[config.mk]
export PLATFORM = sky130hd
export DESIGN_NAME = core_fetch_and_bank_addressing
export DESIGN_NICKNAME = d
export VERILOG_FILES = /design/src/common/core_pkg.sv /design/src/logic/core_fetch_and_bank_addressing.sv /design/src/logic/q_phase_gen.sv
export SDC_FILE = /design/constraint.sdc
export NUM_CORES = 1
export LEC_CHECK = 0
export ABC_AREA = 1
export BUFFER_PORTS_ARGS = -buffer_cell sky130_fd_sc_hd__buf_2
export CORE_MARGIN = 10
export CORE_UTILIZATION = 43
export CTS_CLUSTER_DIAMETER = 40
export DETAILED_ROUTE_END_ITERATION = 16
export HOLD_SLACK_MARGIN = 0.15
export MAX_ROUTING_LAYER = met4
export PLACE_DENSITY = 0.6
export SLEW_MARGIN = 20
export SYNTH_ARGS = -nofsm -noshare
export SYNTH_HDL_FRONTEND = slang
export SYNTH_SLANG_ARGS = --single-unit
[constraint.sdc]
create_clock -name clk -period 3.45 [get_ports clk]
set_input_delay 0.1725 -clock clk [delete_from_list [all_inputs] [get_ports clk]]
set_output_delay 0.1725 -clock clk [all_outputs]
set_load 0.05 [all_outputs]
[src/common/core_pkg.sv]
/*
 * Constants, phase and instruction class types for the core front end.
 * Assumes one core clock, an active low asynchronous reset, and that
 * every user writes each name as core_pkg::name.
 */
package core_pkg;

    // Quadrature phases, Gray coded so one bit flips per step.
    typedef enum logic [1:0]
    {
        ph_q1 = 2'h0,
        ph_q2 = 2'h1,
        ph_q3 = 2'h3,
        ph_q4 = 2'h2
    } phase_e;

    // Instruction classes that the front end acts on.
    typedef enum logic [3:0]
    {
        op_nop       = 4'h0,
        op_load_bank = 4'h1,
        op_load_w    = 4'h2,
        op_store_w   = 4'h3,
        op_move_f    = 4'h4,
        op_test_skip = 4'h5,
        op_branch    = 4'h6,
        op_jump      = 4'h7,
        op_call      = 4'h8,
        op_load_ptr  = 4'h9,
        op_move_ff   = 4'ha
    } op_e;

    // Program counter and reset values.
    localparam logic [20:0] PC_STEP   = 21'h2;
    localparam logic [20:0] PC_RST    = 21'h0;
    localparam logic [3:0]  BANK_RST  = 4'h0;
    localparam logic [7:0]  W_RST     = 8'h00;
    localparam logic [15:0] IR_RST    = 16'h0000;

    // Bank layout and access map split.
    localparam logic [4:0]  BANKS_ALL   = 5'h10;
    localparam logic [4:0]  BANKS_SMALL = 5'h08;
    localparam logic [7:0]  ACC_SPLIT   = 8'h60;
    localparam logic [3:0]  ACC_LO_BANK = 4'h0;
    localparam logic [3:0]  ACC_HI_BANK = 4'hf;

    // Core registers that live inside this block.
    localparam logic [11:0] ADDR_BANK   = 12'hfe0;
    localparam logic [11:0] ADDR_PCL    = 12'hff9;
    localparam logic [11:0] ADDR_WREG   = 12'hfe8;
    localparam logic [11:0] ADDR_STATUS = 12'hfd8;
    localparam int          STATUS_Z    = 2;

    // Opcode prefixes.
    localparam logic [3:0]  SECOND_TAG   = 4'hf;
    localparam logic [7:0]  LOAD_BANK_HI = 8'h01;
    localparam logic [7:0]  LOAD_W_HI    = 8'h0e;
    localparam logic [6:0]  STORE_W_HI   = 7'h37;
    localparam logic [5:0]  MOVE_F_HI    = 6'h14;
    localparam logic [6:0]  TEST_SKIP_HI = 7'h33;
    localparam logic [4:0]  BRANCH_HI    = 5'h1a;
    localparam logic [7:0]  JUMP_HI      = 8'hef;
    localparam logic [6:0]  CALL_HI      = 7'h76;
    localparam logic [7:0]  LOAD_PTR_HI  = 8'hee;
    localparam logic [3:0]  MOVE_FF_HI   = 4'hc;

endpackage

[src/logic/core_fetch_and_bank_addressing.sv]
/*
 * Fetch/execute front end: program counter, instruction register,
 * two-word sequencing, branch flush and data address forming.
 * Assumes program memory holds its word for prog_addr by the end of Q4
 * and data memory answers dmem_rdata combinationally during Q2.
 */
`timescale 1ns/100ps
module core_fetch_and_bank_addressing
#(
    parameter logic [4:0] BANKS = core_pkg::BANKS_ALL
)
(
    input  wire logic        clk,
    input  wire logic        nrst,
    output logic [20:0]      prog_addr,
    input  wire logic [15:0] prog_data,
    output logic [11:0]      dmem_addr,
    output logic             dmem_rd,
    input  wire logic [7:0]  dmem_rdata,
    output logic             dmem_wr,
    output logic [7:0]       dmem_wdata,
    output logic [20:0]      pc,
    output logic [7:0]       bank_select,
    output logic [7:0]       w_value,
    output logic             zero_flag,
    output logic [35:0]      pointers,
    output logic [1:0]       phase_out,
    output logic             flush
);

    core_pkg::phase_e phase;
    core_pkg::op_e    cur;
    core_pkg::op_e    pend_op_r;

    logic [20:0] pc_r;
    logic [20:0] prog_addr_r;
    logic [20:0] fetch_addr;
    logic [20:0] jump_addr;
    logic [20:0] br_target;
    logic [20:0] br_off;
    logic [15:0] ir_r;
    logic        ir_nop_r;
    logic        pend_r;
    logic [11:0] pend_lit_r;
    logic [7:0]  ff_data_r;
    logic        second;
    logic [3:0]  bank_r;
    logic [7:0]  w_r;
    logic        z_r;
    logic [11:0] ptr_r [0:2];
    logic [7:0]  oper_r;
    logic [11:0] daddr;
    logic [11:0] dmem_addr_r;
    logic [7:0]  dmem_wdata_r;
    logic [7:0]  wval;
    logic [7:0]  rd_val;
    logic [3:0]  lit4;
    logic        reads;
    logic        writes;
    logic        core_hit;
    logic        impl;
    logic        jump_now;
    logic        br_take;
    logic        skip;
    logic        flush_now;
    logic        is_first;
    logic        q1;
    logic        q2;
    logic        q3;
    logic        q4;
    logic        armed_r;

    q_phase_gen u_phase
    (
        .clk   (clk),
        .nrst  (nrst),
        .phase (phase)
    );

    // Map an instruction word onto the class the front end handles.
    function automatic core_pkg::op_e decode(input logic [15:0] w);
        core_pkg::op_e op;
        op = core_pkg::op_nop;
        if (w[15:8] == core_pkg::LOAD_BANK_HI && w[7:4] == 4'h0)
            op = core_pkg::op_load_bank;
        else if (w[15:8] == core_pkg::LOAD_W_HI)
            op = core_pkg::op_load_w;
        else if (w[15:9] == core_pkg::STORE_W_HI)
            op = core_pkg::op_store_w;
        else if (w[15:10] == core_pkg::MOVE_F_HI)
            op = core_pkg::op_move_f;
        else if (w[15:9] == core_pkg::TEST_SKIP_HI)
            op = core_pkg::op_test_skip;
        else if (w[15:11] == core_pkg::BRANCH_HI)
            op = core_pkg::op_branch;
        else if (w[15:8] == core_pkg::JUMP_HI)
            op = core_pkg::op_jump;
        else if (w[15:9] == core_pkg::CALL_HI)
            op = core_pkg::op_call;
        else if (w[15:8] == core_pkg::LOAD_PTR_HI && w[7:6] == 2'h0 && w[5:4] != 2'h3)
            op = core_pkg::op_load_ptr;
        else if (w[15:12] == core_pkg::MOVE_FF_HI)
            op = core_pkg::op_move_ff;
        return op;
    endfunction

    // Banked or access-mapped address; the extended remap is not built.
    function automatic logic [11:0] file_addr(input logic a,
                                              input logic [7:0] f,
                                              input logic [3:0] bank);
        if (a)
            return {bank, f};
        if (f < core_pkg::ACC_SPLIT)
            return {core_pkg::ACC_LO_BANK, f};
        return {core_pkg::ACC_HI_BANK, f};
    endfunction

    // Registers held in this block rather than in the data memory.
    function automatic logic is_core(input logic [11:0] a);
        return a == core_pkg::ADDR_BANK || a == core_pkg::ADDR_PCL ||
               a == core_pkg::ADDR_WREG || a == core_pkg::ADDR_STATUS;
    endfunction

    // The SFR bank stays present even on builds with fewer banks.
    function automatic logic bank_impl(input logic [3:0] b);
        return ({1'b0, b} < BANKS) || (b == core_pkg::ACC_HI_BANK);
    endfunction

    assign q1 = (phase == core_pkg::ph_q1);
    assign q2 = (phase == core_pkg::ph_q2);
    assign q3 = (phase == core_pkg::ph_q3);
    assign q4 = (phase == core_pkg::ph_q4);
    assign lit4 = ir_r[3:0];

    // Pick the class in execution; a second word alone does nothing.
    always_comb
    begin
        cur = core_pkg::op_nop;
        second = 1'b0;
        if (!ir_nop_r)
        begin
            if (pend_r && ir_r[15:12] == core_pkg::SECOND_TAG)
            begin
                cur = pend_op_r;
                second = 1'b1;
            end
            else if (ir_r[15:12] != core_pkg::SECOND_TAG)
            begin
                cur = decode(ir_r);
            end
            // Otherwise the lone 1111 word stays a no-operation.
        end
    end

    // Address, read/write intent and the value to be written.
    always_comb
    begin
        daddr = file_addr(ir_r[8], ir_r[7:0], bank_r);
        reads = 1'b0;
        writes = 1'b0;
        wval = w_r;
        case (cur)
            core_pkg::op_store_w:
                writes = 1'b1;
            core_pkg::op_move_f:
            begin
                reads = 1'b1;
                writes = ir_r[9];
                wval = oper_r;
            end
            core_pkg::op_test_skip:
                reads = 1'b1;
            core_pkg::op_move_ff:
            begin
                daddr = ir_r[11:0];
                reads = !second;
                writes = second;
                wval = ff_data_r;
            end
            default:
                reads = 1'b0;
        endcase
    end

    assign core_hit = is_core(dmem_addr_r);
    assign impl = bank_impl(dmem_addr_r[11:8]);

    // Strobes go out only for real memory; core registers stay inside.
    assign dmem_rd = q2 && reads && !core_hit && impl;
    assign dmem_wr = q4 && writes && !core_hit && impl;

    // Absent banks read as zero, yet flags still see the value.
    always_comb
    begin
        rd_val = 8'h00;
        if (core_hit)
        begin
            case (dmem_addr_r)
                core_pkg::ADDR_BANK:   rd_val = {4'h0, bank_r};
                core_pkg::ADDR_PCL:    rd_val = pc_r[7:0];
                core_pkg::ADDR_WREG:   rd_val = w_r;
                default:               rd_val = {5'h00, z_r, 2'h0};
            endcase
        end
        else if (impl)
        begin
            rd_val = dmem_rdata;
        end
    end

    // Control flow decisions for this instruction cycle.
    assign is_first = !second && (cur == core_pkg::op_jump ||
                      cur == core_pkg::op_call || cur == core_pkg::op_load_ptr ||
                      cur == core_pkg::op_move_ff);
    assign jump_now = second && (cur == core_pkg::op_jump || cur == core_pkg::op_call);
    assign jump_addr = {ir_r[11:0], pend_lit_r[7:0], 1'b0};
    assign fetch_addr = jump_now ? jump_addr : pc_r;
    assign br_off = {{9{ir_r[10]}}, ir_r[10:0], 1'b0};
    assign br_take = (cur == core_pkg::op_branch) ||
                     (writes && dmem_addr_r == core_pkg::ADDR_PCL);
    assign br_target = (cur == core_pkg::op_branch) ? prog_addr_r + br_off
                                                    : {pc_r[20:8], wval[7:1], 1'b0};
    assign skip = (cur == core_pkg::op_test_skip) && (oper_r == 8'h00);
    assign flush_now = br_take || skip;

    // Fetch address moves in Q1; branches reload the counter in Q4.
    always_ff @(posedge clk or negedge nrst)
    begin
        if (!nrst)
        begin
            pc_r <= core_pkg::PC_RST;
            prog_addr_r <= core_pkg::PC_RST;
        end
        else if (q1)
        begin
            prog_addr_r <= fetch_addr;
            pc_r <= fetch_addr + core_pkg::PC_STEP;
        end
        else if (q4 && br_take)
        begin
            pc_r <= br_target;
        end
    end

    // The fetched word lands in the IR; a flush turns it into a bubble.
    always_ff @(posedge clk or negedge nrst)
    begin
        if (!nrst)
        begin
            ir_r <= core_pkg::IR_RST;
            ir_nop_r <= 1'b1;
        end
        else if (q4)
        begin
            ir_r <= prog_data;
            ir_nop_r <= flush_now;
        end
    end

    // First words park their literal until the second word arrives.
    always_ff @(posedge clk or negedge nrst)
    begin
        if (!nrst)
        begin
            pend_r <= 1'b0;
            pend_op_r <= core_pkg::op_nop;
            pend_lit_r <= 12'h000;
            ff_data_r <= 8'h00;
        end
        else if (q4)
        begin
            pend_r <= is_first;
            pend_op_r <= cur;
            pend_lit_r <= ir_r[11:0];
            ff_data_r <= oper_r;
        end
    end

    // Operand capture at the end of Q2.
    always_ff @(posedge clk or negedge nrst)
    begin
        if (!nrst)
        begin
            oper_r <= 8'h00;
        end
        else if (q2)
        begin
            oper_r <= rd_val;
        end
    end

    // Data address is set after Q1 and held; write data after Q3.
    always_ff @(posedge clk or negedge nrst)
    begin
        if (!nrst)
        begin
            dmem_addr_r <= 12'h000;
            dmem_wdata_r <= 8'h00;
        end
        else if (q1)
        begin
            dmem_addr_r <= daddr;
        end
        else if (q3)
        begin
            dmem_wdata_r <= wval;
        end
    end

    // Bank select: literal load or write through its data address.
    always_ff @(posedge clk or negedge nrst)
    begin
        if (!nrst)
        begin
            bank_r <= core_pkg::BANK_RST;
        end
        else if (q4 && cur == core_pkg::op_load_bank)
        begin
            bank_r <= ir_r[3:0];
        end
        else if (q4 && writes && dmem_addr_r == core_pkg::ADDR_BANK)
        begin
            bank_r <= wval[3:0];
        end
    end

    // Working register and zero flag; the flag update wins last.
    always_ff @(posedge clk or negedge nrst)
    begin
        if (!nrst)
        begin
            w_r <= core_pkg::W_RST;
            z_r <= 1'b0;
        end
        else if (q4)
        begin
            if (cur == core_pkg::op_load_w)
                w_r <= ir_r[7:0];
            else if (cur == core_pkg::op_move_f && !ir_r[9])
                w_r <= oper_r;
            else if (writes && dmem_addr_r == core_pkg::ADDR_WREG)
                w_r <= wval;
            if (cur == core_pkg::op_move_f)
                z_r <= (oper_r == 8'h00);
            else if (writes && dmem_addr_r == core_pkg::ADDR_STATUS)
                z_r <= wval[core_pkg::STATUS_Z];
        end
    end

    // Pointer load completes on its second word.
    always_ff @(posedge clk or negedge nrst)
    begin
        if (!nrst)
        begin
            ptr_r[0] <= 12'h000;
            ptr_r[1] <= 12'h000;
            ptr_r[2] <= 12'h000;
        end
        else if (q4 && second && cur == core_pkg::op_load_ptr)
        begin
            ptr_r[pend_lit_r[5:4]] <= {pend_lit_r[3:0], ir_r[7:0]};
        end
    end

    assign prog_addr = prog_addr_r;
    assign dmem_addr = dmem_addr_r;
    assign dmem_wdata = dmem_wdata_r;
    assign pc = pc_r;
    assign bank_select = {4'h0, bank_r};
    assign w_value = w_r;
    assign zero_flag = z_r;
    assign pointers = {ptr_r[2], ptr_r[1], ptr_r[0]};
    assign phase_out = phase;
    assign flush = ir_nop_r;

    // Reset lifts on a clock edge, so checks wait one edge for the state to leave reset.
    always_ff @(posedge clk or negedge nrst)
    begin
        if (!nrst)
            armed_r <= 1'b0;
        else
            armed_r <= 1'b1;
    end
endmodule

[src/logic/q_phase_gen.sv]
/*
 * Quadrature phase sequencer: four core clocks make one instruction cycle.
 * Assumes the core clock runs free and reset is asynchronous active low.
 */
`timescale 1ns/100ps
module q_phase_gen
(
    input  wire logic        clk,
    input  wire logic        nrst,
    output core_pkg::phase_e phase
);

    core_pkg::phase_e phase_r;

    // Walk Q1 to Q4 and wrap; reset always lands on Q1.
    always_ff @(posedge clk or negedge nrst)
    begin
        if (!nrst)
        begin
            phase_r <= core_pkg::ph_q1;
        end
        else
        begin
            case (phase_r)
                core_pkg::ph_q1: phase_r <= core_pkg::ph_q2;
                core_pkg::ph_q2: phase_r <= core_pkg::ph_q3;
                core_pkg::ph_q3: phase_r <= core_pkg::ph_q4;
                core_pkg::ph_q4: phase_r <= core_pkg::ph_q1;
                default:         phase_r <= core_pkg::ph_q1;
            endcase
        end
    end

    assign phase = phase_r;

endmodule
==> metrics.txt <==
outcome=complete, no violations; Crit Path Category=flip-flop to flip-flop; vias post-DR=8941; largest family of logic cells by synthesized area=simple AND/OR/NAND/NOR gates; Starting Density=0.441; DR WL/cell=20.4 microns; H-tree levels=4; Internal Pwr Total=roughly 3.5 mW; GRT Overall Usage=0.255; die area=0.0271 sq mm; data required time at the worst endpoint=3.79 ns; first-pass GRT wire length=51100 microns; DRT iter0 DRCs=770; vias in the first global route=~8600; ys async rst share=1.00; CTS clk-pin slew, worst paths=0.07 ns; CP bufs+invs=3; HPWL Detailed=approximately 25000 microns; PwrDens=501 mW/mm^2; Max Cap Viol=0; commonest cells after routing, fill and taps aside=nand2_1 (325), dfrtp_1 (157), buf_2 (138); Hold Vio Cnt, Final=0; fin util=0.538; Synthesis Warnings=0; clk_skew=~0.009 ns; post-synthesis xor/xnor area fraction=0.0127; Setup WS post-layout=slightly above 0.3 ns; Worst VDD drop=0.000327 V; CP peak stage delay=0.45 ns; Worst Setup End Kind=flip-flop; IO Pins=146; die height=between 150 and 200 microns; Clock Latency Late Sink=0.44 ns; Synth cell types=53; Fill cells=1981; Layout area overhead=21.9%; Tcrit/Tclk final=0.911; simple-gate portion of the synthesized area=0.267; final WL=33500 microns; sw frac=0.359; Place WS=0.318 ns; CP Max Fanout=11; Pleak=5.62 nW; cell taking the most area after synthesis=dfrtp_1; fin nets=between 1000 and 1500; ranking of synthesized cells by area=dfrtp_1 (44%), nand2_1 (14%), o21ai_0 (7.5%); clock tree buffer depth=2; commonest non-fill, non-tap cell in the layout=nand2_1; Post-synth EDFFs=0; worst-margin pin slew=0.814 ns; row cnt=52; Final Total Pwr=5.49 mW; CP top delay family=simple AND/OR/NAND/NOR gates; f_max=0.318 GHz; Die Wd=between 150 and 200 microns; TritonCTS clock tree=yes; Num CTS Buffers=17; RSZ-0062 raised after global routing=no; crit path time final=between 3 and 4 ns; Slew Limit Fails=0; Worst Path Arrival=3.48 ns; Worst setup SP type=flip-flop; Clock power frac=0.369; Slew HR=0.457; Overflow after GRT=0; mapped cell area=around 0.009 sq mm; layout cells sized above 1=0.200; adder-cell share of the synthesized area=0.0301; sequential share of power=0.389; Synth Flop Type=dfrtp_1; clock sinks=159; count of state elements after synthesis=159; post-synthesis mux area share=0.00125; Root Driver=clkbuf_16; sequential element share of the synthesized area=0.443; Port Buffers=141; setup tns final=0 ns; cell count after synthesis=1183; core area=0.0204 sq mm; DR pass1 iterations=6; Syn Area/Cell=7.59 sq um; multi-input logic area=0.00437 sq mm; Vias/cell=5.45; share of the synthesized area in the top cell type=0.440; HP Class=input port to asynchronous set/reset pin; largest net degree at the start of global routing=85; GP Congestion=around 0.96; antenna violations before repair=0; combinational power share=0.242; slowest CP cell=dfrtp_1; P_sw=1.97 mW; post-synthesis compound-gate area fraction=0.171; final setup vio count=0; critical path cell sequence=inv_2 -> nand2_1 -> nor2_2 -> nand2_2 -> nand2_1 -> nor2_1 -> nand2_2 -> nand2_2 -> nor2_4 -> inv_2 -> nand2_2 -> nand3_4 -> o21ai_2 -> ha_1 -> nand3_1 -> nor2_2 -> nand3_1 -> nor2_4 -> nand3_1 -> nand2_1 -> nand3_1 -> nand2_1 -> inv_1; antenna cells=0; Storage cell area=around 0.004 sq mm; postcts setup bufs=0; post-route antenna net violation count=0; DR DRC count=0
## final timing paths
kind	startpoint	depth (start not counted)	slack [ns]	endpoint
max in group asynchronous	nrst	3	2.15	ir_r[8]
worst min register to register	dmem_wdata[6]	2	0.47	dmem_wdata[6]
worst min-delay path	nrst	2	0.37	pointers[12]
worst max register to register	ir_r[12]	23	0.31	pc[19]
worst max-delay path	ir_r[12]	23	0.31	pc[19]
min in group clk	dmem_wdata[6]	2	0.47	dmem_wdata[6]
## flip-flops by register name, summed over array words and instances, names as in the netlist
| signal | flops |
|---|---|
| bank_r | 4 |
| zero_flag | 1 |
| pend_op_r | 4 |
| pend_r | 1 |
| ff_data_r | 8 |
| pend_lit_r | 8 |
| oper_r | 8 |
| u_phase.phase | 2 |
| pc | 21 |
| dmem_wdata | 8 |
| ir_r | 16 |
| pointers | 36 |
| dmem_addr | 12 |
| w_value | 8 |
| flush | 1 |
| prog_addr | 21 |
## power groups by stage
stage          logic, mW  clock network (mW)  registers (mW)
4_1_cts             1.32                2.04            2.13
3_5_place_dp        1.29                   0            2.17
2_1_floorplan      0.526                   0            2.49
3_3_place_gp        1.28                   0            2.17
5_1_grt             1.42                2.12            2.15
6_report            1.33                2.03            2.14
## timing repair
item / CTS / global route
gates resized for setup: 0 / 10
endpoints found under the hold margin: 104 / 0
endpoints found under the setup margin: 0 / 14
hold buffers: 25 / 0
## cell usage after synthesis, types with 13 or more instances
cell type / n
nand2_1: 326
dfrtp_1: 158
o21ai_0: 135
inv_1: 117
nor2_1: 103
a21oi_1: 50
nand3_1: 50
clkbuf_1: 31
ha_1: 20
nand4_1: 16
or2_2: 13
## per-stage QoR
step	cell area, sq um	cells	hold WS (ns)
6_report	11000	1640	0.367
3_3_place_gp	10100	1584	0.302
3_5_place_dp	10100	1584	0.300
4_1_cts	10900	1640	0.402
5_1_grt	11000	1640	0.431
2_1_floorplan	8990	1186	-0.123
## cell type report
class / count / area share
multi-input cells: 861 / 0.399
inverters: 125 / 0.0428
well taps: 270 / 0.0309
clock buffers: 18 / 0.0401
clock inverters: 13 / 0.0160
repair buffers: 194 / 0.108
flip-flops and latches: 159 / 0.364
## kinds of logic after synthesis
family,count (synthesis)
AO/OA/AOI/OAI,268
other,1
adder cells (fa/ha/maj),21
XOR/XNOR,13
AND/OR/NAND/NOR,554
flip-flops,159
buffers and inverters,166
multiplexers,1
## layer usage
layer,vias up,wire length (microns),GRT usage
met5,-,0,-
li1,4256,-,-
met1,4248,13900,0.317
met3,65,2080,0.0398
met2,372,16200,0.408
met4,0,1250,0.107
No activity file was read; power rests on OpenSTA's default activity.
